### src/include/dca_pkg.sv
// Function
// A pending run_to_breakpoint_cmd is never cancelled; a timing-reference request cancels only its acknowledge.
// A host low pulse shorter than 128 serial clock ticks during a pending command is not a timing-reference request.
// Such a short pulse skips the timing-reference response and cancels the pending command and its acknowledge.
// The acknowledge is cancelled at the moment the device detects the falling edge on debug_pin.
// The host holds a short abort pulse low for at least 4 target clock cycles so the falling edge is caught.
// The host avoids the short abort pulse on read commands, since it may collide with the acknowledge.
// After an abort, the first falling edge after the abort pulse starts the first bit of a fresh command.
// The host may size a cancelling timing-reference request only slightly above 128 serial clock ticks.
// After a timing-reference request cancels a byte-read, the host may start a new command and it is accepted.
// The device counts each host low level in serial clock ticks and uses the count to classify the pulse.
package dca_pkg;

   // Low pulse classification thresholds, in serial clock ticks.
   localparam int unsigned DCA_SYNC_MIN_TICKS  = 128;
   localparam int unsigned DCA_ABORT_MIN_TICKS = 4;
   localparam int unsigned DCA_CNT_W           = 8;

   // System clock cycles per serial clock tick.
   localparam int unsigned DCA_SER_DIV         = 4;

   // Lengths of the pulses the device drives itself, in serial clock ticks.
   localparam int unsigned DCA_ACK_TICKS       = 16;
   localparam int unsigned DCA_SYNC_RESP_TICKS = 128;
   localparam int unsigned DCA_DUR_W           = 8;

   // Reset values.
   localparam logic        DCA_PIN_IDLE        = 1'b1;

   // Abort handling states.
   typedef enum logic [2:0] {
      DCA_ST_IDLE,
      DCA_ST_PEND,
      DCA_ST_ACK,
      DCA_ST_MEAS,
      DCA_ST_SYNC,
      DCA_ST_RESYNC
   } dca_state_type;

endpackage : dca_pkg

### src/include/dca_low_if.sv
`timescale 1ns/1ns
interface dca_low_if #(
   parameter int unsigned CNT_W = dca_pkg::DCA_CNT_W
);
   logic             tick;
   logic             mask;
   logic             fall;
   logic             rise;
   logic             long_low;
   logic [CNT_W-1:0] low_cnt;

   modport meter (input tick, input mask, output fall, output rise, output long_low, output low_cnt);
   modport user  (output tick, output mask, input fall, input rise, input long_low, input low_cnt);
endinterface : dca_low_if

### src/design/dca_abort_top.sv
`timescale 1ns/1ns
module dca_abort_top #(
   parameter int unsigned SER_DIV         = dca_pkg::DCA_SER_DIV,
   parameter int unsigned ACK_TICKS       = dca_pkg::DCA_ACK_TICKS,
   parameter int unsigned SYNC_RESP_TICKS = dca_pkg::DCA_SYNC_RESP_TICKS
) (
   // Clock and reset.
   input  wire logic sys_clk_i,
   input  wire logic rst_i,
   // Debug pin, open drain, driven low only.
   input  wire logic debug_pin_i,
   output logic      debug_pin_o,
   output logic      debug_pin_oe_o,
   // Command engine status.
   input  wire logic cmd_pending_i,
   input  wire logic cmd_run_to_bp_i,
   input  wire logic cmd_done_i,
   // Events to the command engine.
   output logic      cmd_abort_o,
   output logic      ack_cancel_o,
   output logic      sync_req_o,
   output logic      cmd_bit_fall_o,
   output logic      cmd_start_o,
   output logic      ser_tick_o
);
   import dca_pkg::*;

   localparam int unsigned DIV_W = (SER_DIV > 1) ? $clog2(SER_DIV) : 1;
   // Cycles from a pin change to the filtered level: three sync stages plus the level register.
   localparam int unsigned MASK_HOLD = 4;

   dca_low_if #(.CNT_W(DCA_CNT_W)) lm ();

   dca_state_type        state_reg;
   dca_state_type        state_next;
   logic [DIV_W-1:0]     div_reg;
   logic [DIV_W-1:0]     div_next;
   logic                 tick_reg;
   logic                 tick_next;
   logic [DCA_DUR_W-1:0] dur_reg;
   logic [DCA_DUR_W-1:0] dur_next;
   logic                 pend_reg;
   logic                 pend_next;
   logic                 ack_off_reg;
   logic                 ack_off_next;
   logic                 drive_reg;
   logic                 drive_next;
   logic                 abort_reg;
   logic                 abort_next;
   logic                 ack_cancel_reg;
   logic                 ack_cancel_next;
   logic                 sync_req_reg;
   logic                 sync_req_next;
   logic                 bit_fall_reg;
   logic                 bit_fall_next;
   logic                 start_reg;
   logic                 start_next;
   logic [MASK_HOLD-1:0] drv_hist_reg;
   logic [MASK_HOLD-1:0] drv_hist_next;

   // Serial clock divider; every slower activity runs on this one-cycle enable.
   always_comb begin
      tick_next = 1'b0;
      div_next  = div_reg + 1'b1;
      if (div_reg == DIV_W'(SER_DIV - 1)) begin
         div_next  = '0;
         tick_next = 1'b1;
      end
   end

   always_ff @(posedge sys_clk_i or posedge rst_i) begin
      if (rst_i) begin
         div_reg  <= '0;
         tick_reg <= 1'b0;
      end else begin
         div_reg  <= div_next;
         tick_reg <= tick_next;
      end
   end

   // History of our own drive; the synchroniser shows our edges four cycles late,
   // so the mask has to outlive the drive or a short acknowledge looks like a host edge.
   always_comb begin
      drv_hist_next = {drv_hist_reg[MASK_HOLD-2:0], drive_reg};
   end

   always_ff @(posedge sys_clk_i or posedge rst_i) begin
      if (rst_i) begin
         drv_hist_reg <= '0;
      end else begin
         drv_hist_reg <= drv_hist_next;
      end
   end

   // Low-time measurement; masking our own drive keeps our pulses from raising fall and rise events.
   assign lm.tick = tick_reg;
   assign lm.mask = drive_reg | (|drv_hist_reg);

   dca_low_meter #(
      .CNT_W      (DCA_CNT_W),
      .LONG_TICKS (DCA_SYNC_MIN_TICKS)
   ) u_meter (
      .sys_clk_i   (sys_clk_i),
      .rst_i       (rst_i),
      .debug_pin_i (debug_pin_i),
      .lm          (lm)
   );

   // Abort state machine: watches host low pulses around a pending command.
   always_comb begin
      state_next      = state_reg;
      dur_next        = dur_reg;
      pend_next       = pend_reg;
      ack_off_next    = ack_off_reg;
      abort_next      = 1'b0;
      ack_cancel_next = 1'b0;
      sync_req_next   = 1'b0;
      bit_fall_next   = 1'b0;
      start_next      = 1'b0;
      unique case (state_reg)
         DCA_ST_IDLE: begin
            ack_off_next = 1'b0;
            if (lm.fall) begin
               bit_fall_next = 1'b1;
               pend_next     = 1'b0;
               state_next    = DCA_ST_MEAS;
            end else if (cmd_pending_i) begin
               state_next = DCA_ST_PEND;
            end
         end
         DCA_ST_PEND: begin
            if (lm.fall) begin
               // A host edge kills the acknowledge at once, whatever the pulse turns out to be.
               ack_cancel_next = ~ack_off_reg;
               ack_off_next    = 1'b1;
               pend_next       = 1'b1;
               state_next      = DCA_ST_MEAS;
            end else if (cmd_done_i) begin
               dur_next   = '0;
               state_next = ack_off_reg ? DCA_ST_IDLE : DCA_ST_ACK;
            end else if (~cmd_pending_i) begin
               state_next = DCA_ST_IDLE;
            end
         end
         DCA_ST_ACK: begin
            if (tick_reg) begin
               dur_next = dur_reg + 1'b1;
               if (dur_reg == DCA_DUR_W'(ACK_TICKS - 1)) begin
                  state_next = DCA_ST_IDLE;
               end
            end
         end
         DCA_ST_MEAS: begin
            if (lm.rise) begin
               if (lm.long_low) begin
                  // Timing-reference request: answer it, and drop the command unless it is a run.
                  sync_req_next = 1'b1;
                  abort_next    = pend_reg & ~cmd_run_to_bp_i;
                  dur_next      = '0;
                  state_next    = DCA_ST_SYNC;
               end else if (pend_reg) begin
                  // Short abort: no timing response; a run to breakpoint keeps running.
                  abort_next = ~cmd_run_to_bp_i;
                  state_next = cmd_run_to_bp_i ? DCA_ST_PEND : DCA_ST_RESYNC;
               end else begin
                  state_next = DCA_ST_IDLE;
               end
            end
         end
         DCA_ST_SYNC: begin
            if (tick_reg) begin
               dur_next = dur_reg + 1'b1;
               if (dur_reg == DCA_DUR_W'(SYNC_RESP_TICKS - 1)) begin
                  state_next = (pend_reg && cmd_run_to_bp_i) ? DCA_ST_PEND : DCA_ST_IDLE;
               end
            end
         end
         DCA_ST_RESYNC: begin
            // The host relies on a short abort being at least four ticks long to be seen here.
            if (lm.fall) begin
               start_next = 1'b1;
               pend_next  = 1'b0;
               state_next = DCA_ST_MEAS;
            end
         end
      endcase
      drive_next = (state_next == DCA_ST_ACK) || (state_next == DCA_ST_SYNC);
   end

   always_ff @(posedge sys_clk_i or posedge rst_i) begin
      if (rst_i) begin
         state_reg      <= DCA_ST_IDLE;
         dur_reg        <= '0;
         pend_reg       <= 1'b0;
         ack_off_reg    <= 1'b0;
         drive_reg      <= 1'b0;
         abort_reg      <= 1'b0;
         ack_cancel_reg <= 1'b0;
         sync_req_reg   <= 1'b0;
         bit_fall_reg   <= 1'b0;
         start_reg      <= 1'b0;
      end else begin
         state_reg      <= state_next;
         dur_reg        <= dur_next;
         pend_reg       <= pend_next;
         ack_off_reg    <= ack_off_next;
         drive_reg      <= drive_next;
         abort_reg      <= abort_next;
         ack_cancel_reg <= ack_cancel_next;
         sync_req_reg   <= sync_req_next;
         bit_fall_reg   <= bit_fall_next;
         start_reg      <= start_next;
      end
   end

   // The pin is only ever pulled low; the host or a pull-up brings it high.
   assign debug_pin_o    = 1'b0;
   assign debug_pin_oe_o = drive_reg;
   assign cmd_abort_o    = abort_reg;
   assign ack_cancel_o   = ack_cancel_reg;
   assign sync_req_o     = sync_req_reg;
   assign cmd_bit_fall_o = bit_fall_reg;
   assign cmd_start_o    = start_reg;
   assign ser_tick_o     = tick_reg;

endmodule : dca_abort_top

### src/design/dca_low_meter.sv
`timescale 1ns/1ns
module dca_low_meter #(
   parameter int unsigned CNT_W      = dca_pkg::DCA_CNT_W,
   parameter int unsigned LONG_TICKS = dca_pkg::DCA_SYNC_MIN_TICKS
) (
   // Clock and reset.
   input  wire logic sys_clk_i,
   input  wire logic rst_i,
   // Raw pin level.
   input  wire logic debug_pin_i,
   // Measurement results.
   dca_low_if.meter  lm
);
   import dca_pkg::*;

   logic [2:0]       sync_reg;
   logic [2:0]       sync_next;
   logic             level_reg;
   logic             level_next;
   logic             fall_reg;
   logic             fall_next;
   logic             rise_reg;
   logic             rise_next;
   logic [CNT_W-1:0] cnt_reg;
   logic [CNT_W-1:0] cnt_next;

   // The level changes only once the second and third stages agree, which filters one-cycle glitches.
   always_comb begin
      sync_next  = {sync_reg[1:0], debug_pin_i};
      level_next = level_reg;
      if (sync_reg[1] == sync_reg[2]) begin
         level_next = sync_reg[2];
      end
      // Edges during our own drive are ignored, so a host pulse overlapping it is lost.
      fall_next = level_reg & ~level_next & ~lm.mask;
      rise_next = ~level_reg & level_next & ~lm.mask;
      cnt_next  = cnt_reg;
      if (fall_next) begin
         cnt_next = '0;
      end else if (~level_reg && lm.tick && cnt_reg != {CNT_W{1'b1}}) begin
         cnt_next = cnt_reg + 1'b1;
      end
   end

   // Registers of the synchroniser and the low-time counter.
   always_ff @(posedge sys_clk_i or posedge rst_i) begin
      if (rst_i) begin
         sync_reg  <= {3{DCA_PIN_IDLE}};
         level_reg <= DCA_PIN_IDLE;
         fall_reg  <= 1'b0;
         rise_reg  <= 1'b0;
         cnt_reg   <= '0;
      end else begin
         sync_reg  <= sync_next;
         level_reg <= level_next;
         fall_reg  <= fall_next;
         rise_reg  <= rise_next;
         cnt_reg   <= cnt_next;
      end
   end

   // The count is stable at the rising edge, so the classification is valid with the rise pulse.
   assign lm.fall     = fall_reg;
   assign lm.rise     = rise_reg;
   assign lm.low_cnt  = cnt_reg;
   assign lm.long_low = (cnt_reg >= CNT_W'(LONG_TICKS));

endmodule : dca_low_meter

### config.mk
export PLATFORM = sky130hd
export DESIGN_NAME = dca_abort_top
export DESIGN_NICKNAME = d
export VERILOG_FILES = /design/src/include/dca_pkg.sv /design/src/include/dca_low_if.sv /design/src/design/dca_abort_top.sv /design/src/design/dca_low_meter.sv
export SDC_FILE = /design/constraint.sdc
export NUM_CORES = 1
export LEC_CHECK = 0
export CAP_MARGIN = 20
export CORE_UTILIZATION = 45
export DETAILED_ROUTE_END_ITERATION = 7
export DONT_BUFFER_PORTS = 1
export PLACE_DENSITY = 0.61
export REMOVE_ABC_BUFFERS = 1
export SYNTH_ARGS = -nofsm -noshare
export SYNTH_HDL_FRONTEND = slang
export SYNTH_SLANG_ARGS = --single-unit
### constraint.sdc
create_clock -name sys_clk_i -period 3.7 [get_ports sys_clk_i]
set_input_delay 0.37 -clock sys_clk_i [delete_from_list [all_inputs] [get_ports sys_clk_i]]
set_output_delay 0.37 -clock sys_clk_i [all_outputs]
set_load 0.05 [all_outputs]
==> results.sh <==
export IMPL_outcome="finished, final reports clean"
export IMPL_slew_viol_final=0
export IMPL_max_stage_delay_ns=0.70
export IMPL_crit_chain="nand4b_1, or2_1, a32o_1, a22o_1"
export IMPL_slew_headroom=0.443
export IMPL_vias=1382
export IMPL_cts_setup_buffers=0
export IMPL_async_flop_share=1.00
export IMPL_fin_crit_ns=1.96
export IMPL_hold_path_class="input pin to register"
export IMPL_wl_per_cell_um=16.0
export IMPL_worstMarginPinSlew_ns=0.833
export IMPL_crit_cells=4
export IMPL_avgSynthCellArea_sq_um=10.9
export IMPL_cp_slowest_cell="dfrtp_1"
export IMPL_ioPinCount=14
export IMPL_dpl_worst_slack_ns=1.79
export IMPL_ctsResizeCount=0
export IMPL_reg2reg_depth=4
export IMPL_cap_violations=0
export IMPL_die_area_sq_um=4770
export IMPL_drive_gt1_frac=0.149
export IMPL_grt_first_pass_wirelength_mm=6.55
export IMPL_synthToLayoutAreaGrowth_pct=4.51
export IMPL_ant_nets=0
export IMPL_first_global_vias=1428
export IMPL_drt_wl_total_mm=3.85
export IMPL_nNetsFinal=197
export IMPL_antenna_found_initial=0
export IMPL_critical_path_top_delay_family="flip-flops"
export IMPL_place_hpwl_mm=2.66
export IMPL_hold_viol=0
export IMPL_coreArea_sq_um=4320
export IMPL_cts_sinks=40
export IMPL_drtIter0Drc=145
export IMPL_grt_overflow=0
export IMPL_synth_cells=186
export IMPL_num_antenna_cells=0
export IMPL_p_leak_nw=0.908
export IMPL_ys_ff_latch=40
export IMPL_synth_edff_count=0
export IMPL_synth_area_sq_um=2020
export IMPL_hold_buffers=0
export IMPL_fin_setup_tns_ns=0
export IMPL_avgViaCountPerCell=5.76
export IMPL_fmax_ghz=0.511
export IMPL_fill_cells=407
export IMPL_synth_distinct_cells=56
export IMPL_ys_seq_area_frac=0.497
export IMPL_setup_violations=0
export IMPL_period_share=0.529
export IMPL_design_power_total_mw=0.864
export IMPL_finalWorstSetupSlack_ns=1.74
export IMPL_critPathMaxFanout=19
export IMPL_gp_congestion=0.776
export IMPL_cp_arrival_ns=2.13
export IMPL_yosysWarnings=0
export IMPL_grt_usage=0.172
export IMPL_numPortBuffers=0
export IMPL_fp_dieW_um=69.1
export IMPL_numCtsBuffers=5
export IMPL_cp_end_kind="register"
export IMPL_p_per_area_nw_per_um2=408
export IMPL_start_util=0.468
export IMPL_hold_depth=0
export IMPL_drt_pre_antenna_iters=4
export IMPL_path_buf_inv=0
export IMPL_clockRootBuffer="clkbuf_8"
export IMPL_clk_pin_slew_ns=0.08
export IMPL_start_kind="register"
export IMPL_synthFlopType="dfrtp_1"
export IMPL_drcViolationCount=0
export IMPL_row_count=24
export IMPL_clock_latency_ns=0.29
export IMPL_cts_buffer_depth=2
export IMPL_rsz0062_at_grt="no"
export IMPL_ir_worst_vdd_uv=360
export IMPL_grt_max_degree=41
export IMPL_fp_dieH_um=69.1
export IMPL_h_tree_depth=2
export IMPL_required_ns=3.88
export IMPL_clock_skew_ns=0.00554
export IMPL_tritoncts="yes"
export IMPL_timing_worst_setup_path_type="register to register"
-- per-stage QoR --
step	cell area [sq um]	util	hold WS (ns)	std cells
2_1_floorplan	1950	-	0.345	179
3_5_place_dp	2020	0.468	0.347	232
5_1_grt	2120	0.489	0.0519	240
3_3_place_gp	2020	0.468	0.351	232
6_report	2120	0.489	0.0691	240
4_1_cts	2120	0.489	0.0542	240
-- cell usage after synthesis, types with 3 or more instances --
cell      count  area (sq um)
dfrtp_1      36           901
or3_1         3          18.8
nand3_1       7          35.0
ha_1          4          50.1
and2b_2       4          35.0
xnor2_1       3          26.3
nand4b_1      3          26.3
o21ai_0       8          40.0
and3_1        4          25.0
inv_1        10          37.5
dfstp_2       4           105
nand2_1      11          41.3
nor2_1       15          56.3
nor3_1        8          40.0
buf_6         4          45.0
mux2i_1       5          50.1
xor2_1        4          35.0
nor3b_1       3          22.5
-- cell usage in the layout, fill, tap and decap left out, types with 3 or more instances in the layout --
master and instances:
nand4b_1 3, nand3_1 7, ha_1 4, and3_1 4, or3_1 3, mux2i_1 5
nor2_1 15, xnor2_1 3, nand2_1 11, nor3_1 8, o21ai_0 8, inv_1 10
xor2_1 4, dfrtp_1 36, dfstp_2 4, nor3b_1 3, and2b_2 4, clkbuf_8 6
-- final timing paths --
check / end / from / slack [ns]
min in group asynchronous: drv_hist_reg[2] / rst_i / 0.08
max in group asynchronous: u_meter.sync_reg[1] / rst_i / 3.26
hold reg to reg: u_meter.sync_reg[1] / u_meter.sync_reg[0] / 0.36
setup / recovery: dur_reg[6] / state_reg[1] / 1.74
hold / removal: u_meter.sync_reg[0] / debug_pin_i / 0.07
setup reg to reg: dur_reg[6] / state_reg[1] / 1.74
-- power by group --
part | internal (mW) | leakage (nW) | switching, mW
combinational | 0.0291 | 0.381 | 0.0402
sequential | 0.466 | 0.476 | 0.0306
clock | 0.149 | 0.0510 | 0.149
-- kinds of logic after synthesis --
| kind of cell | share of synthesized area |
|---|---|
| XOR/XNOR | 0.0383 |
| flip-flops | 0.497 |
| AND/OR/NAND/NOR | 0.231 |
| adder cells (fa/ha/maj) | 0.0297 |
| buffers and inverters | 0.0550 |
| other | 0.00185 |
| AO/OA/AOI/OAI | 0.122 |
| multiplexers | 0.0247 |
-- final cells by class --
cell class	count	area, sq um	share of cell area
flip-flops and latches	40	1010	0.475
inverters	10	37.5	0.0177
clock inverters	2	10.0	0.00473
well taps	52	65.1	0.0308
multi-input cells	129	907	0.429
clock buffers	6	82.6	0.0390
repair buffers	1	7.51	0.00355
-- metal layers --
metal / track usage / routed length, um / part of all wire
met5: 0 / 0 / 0
met4: 0.0771 / 36 / 0.0094
met3: 0.0365 / 119 / 0.031
met2: 0.277 / 1830 / 0.48
met1: 0.221 / 1860 / 0.48
-- worst register-to-register path: stages (launching register included) --
cell and delay (ns):
dfrtp_1 0.70, nand4b_1 0.25, or2_1 0.37, a32o_1 0.30
a22o_1 0.23
(Power assumes the default switching activity.)
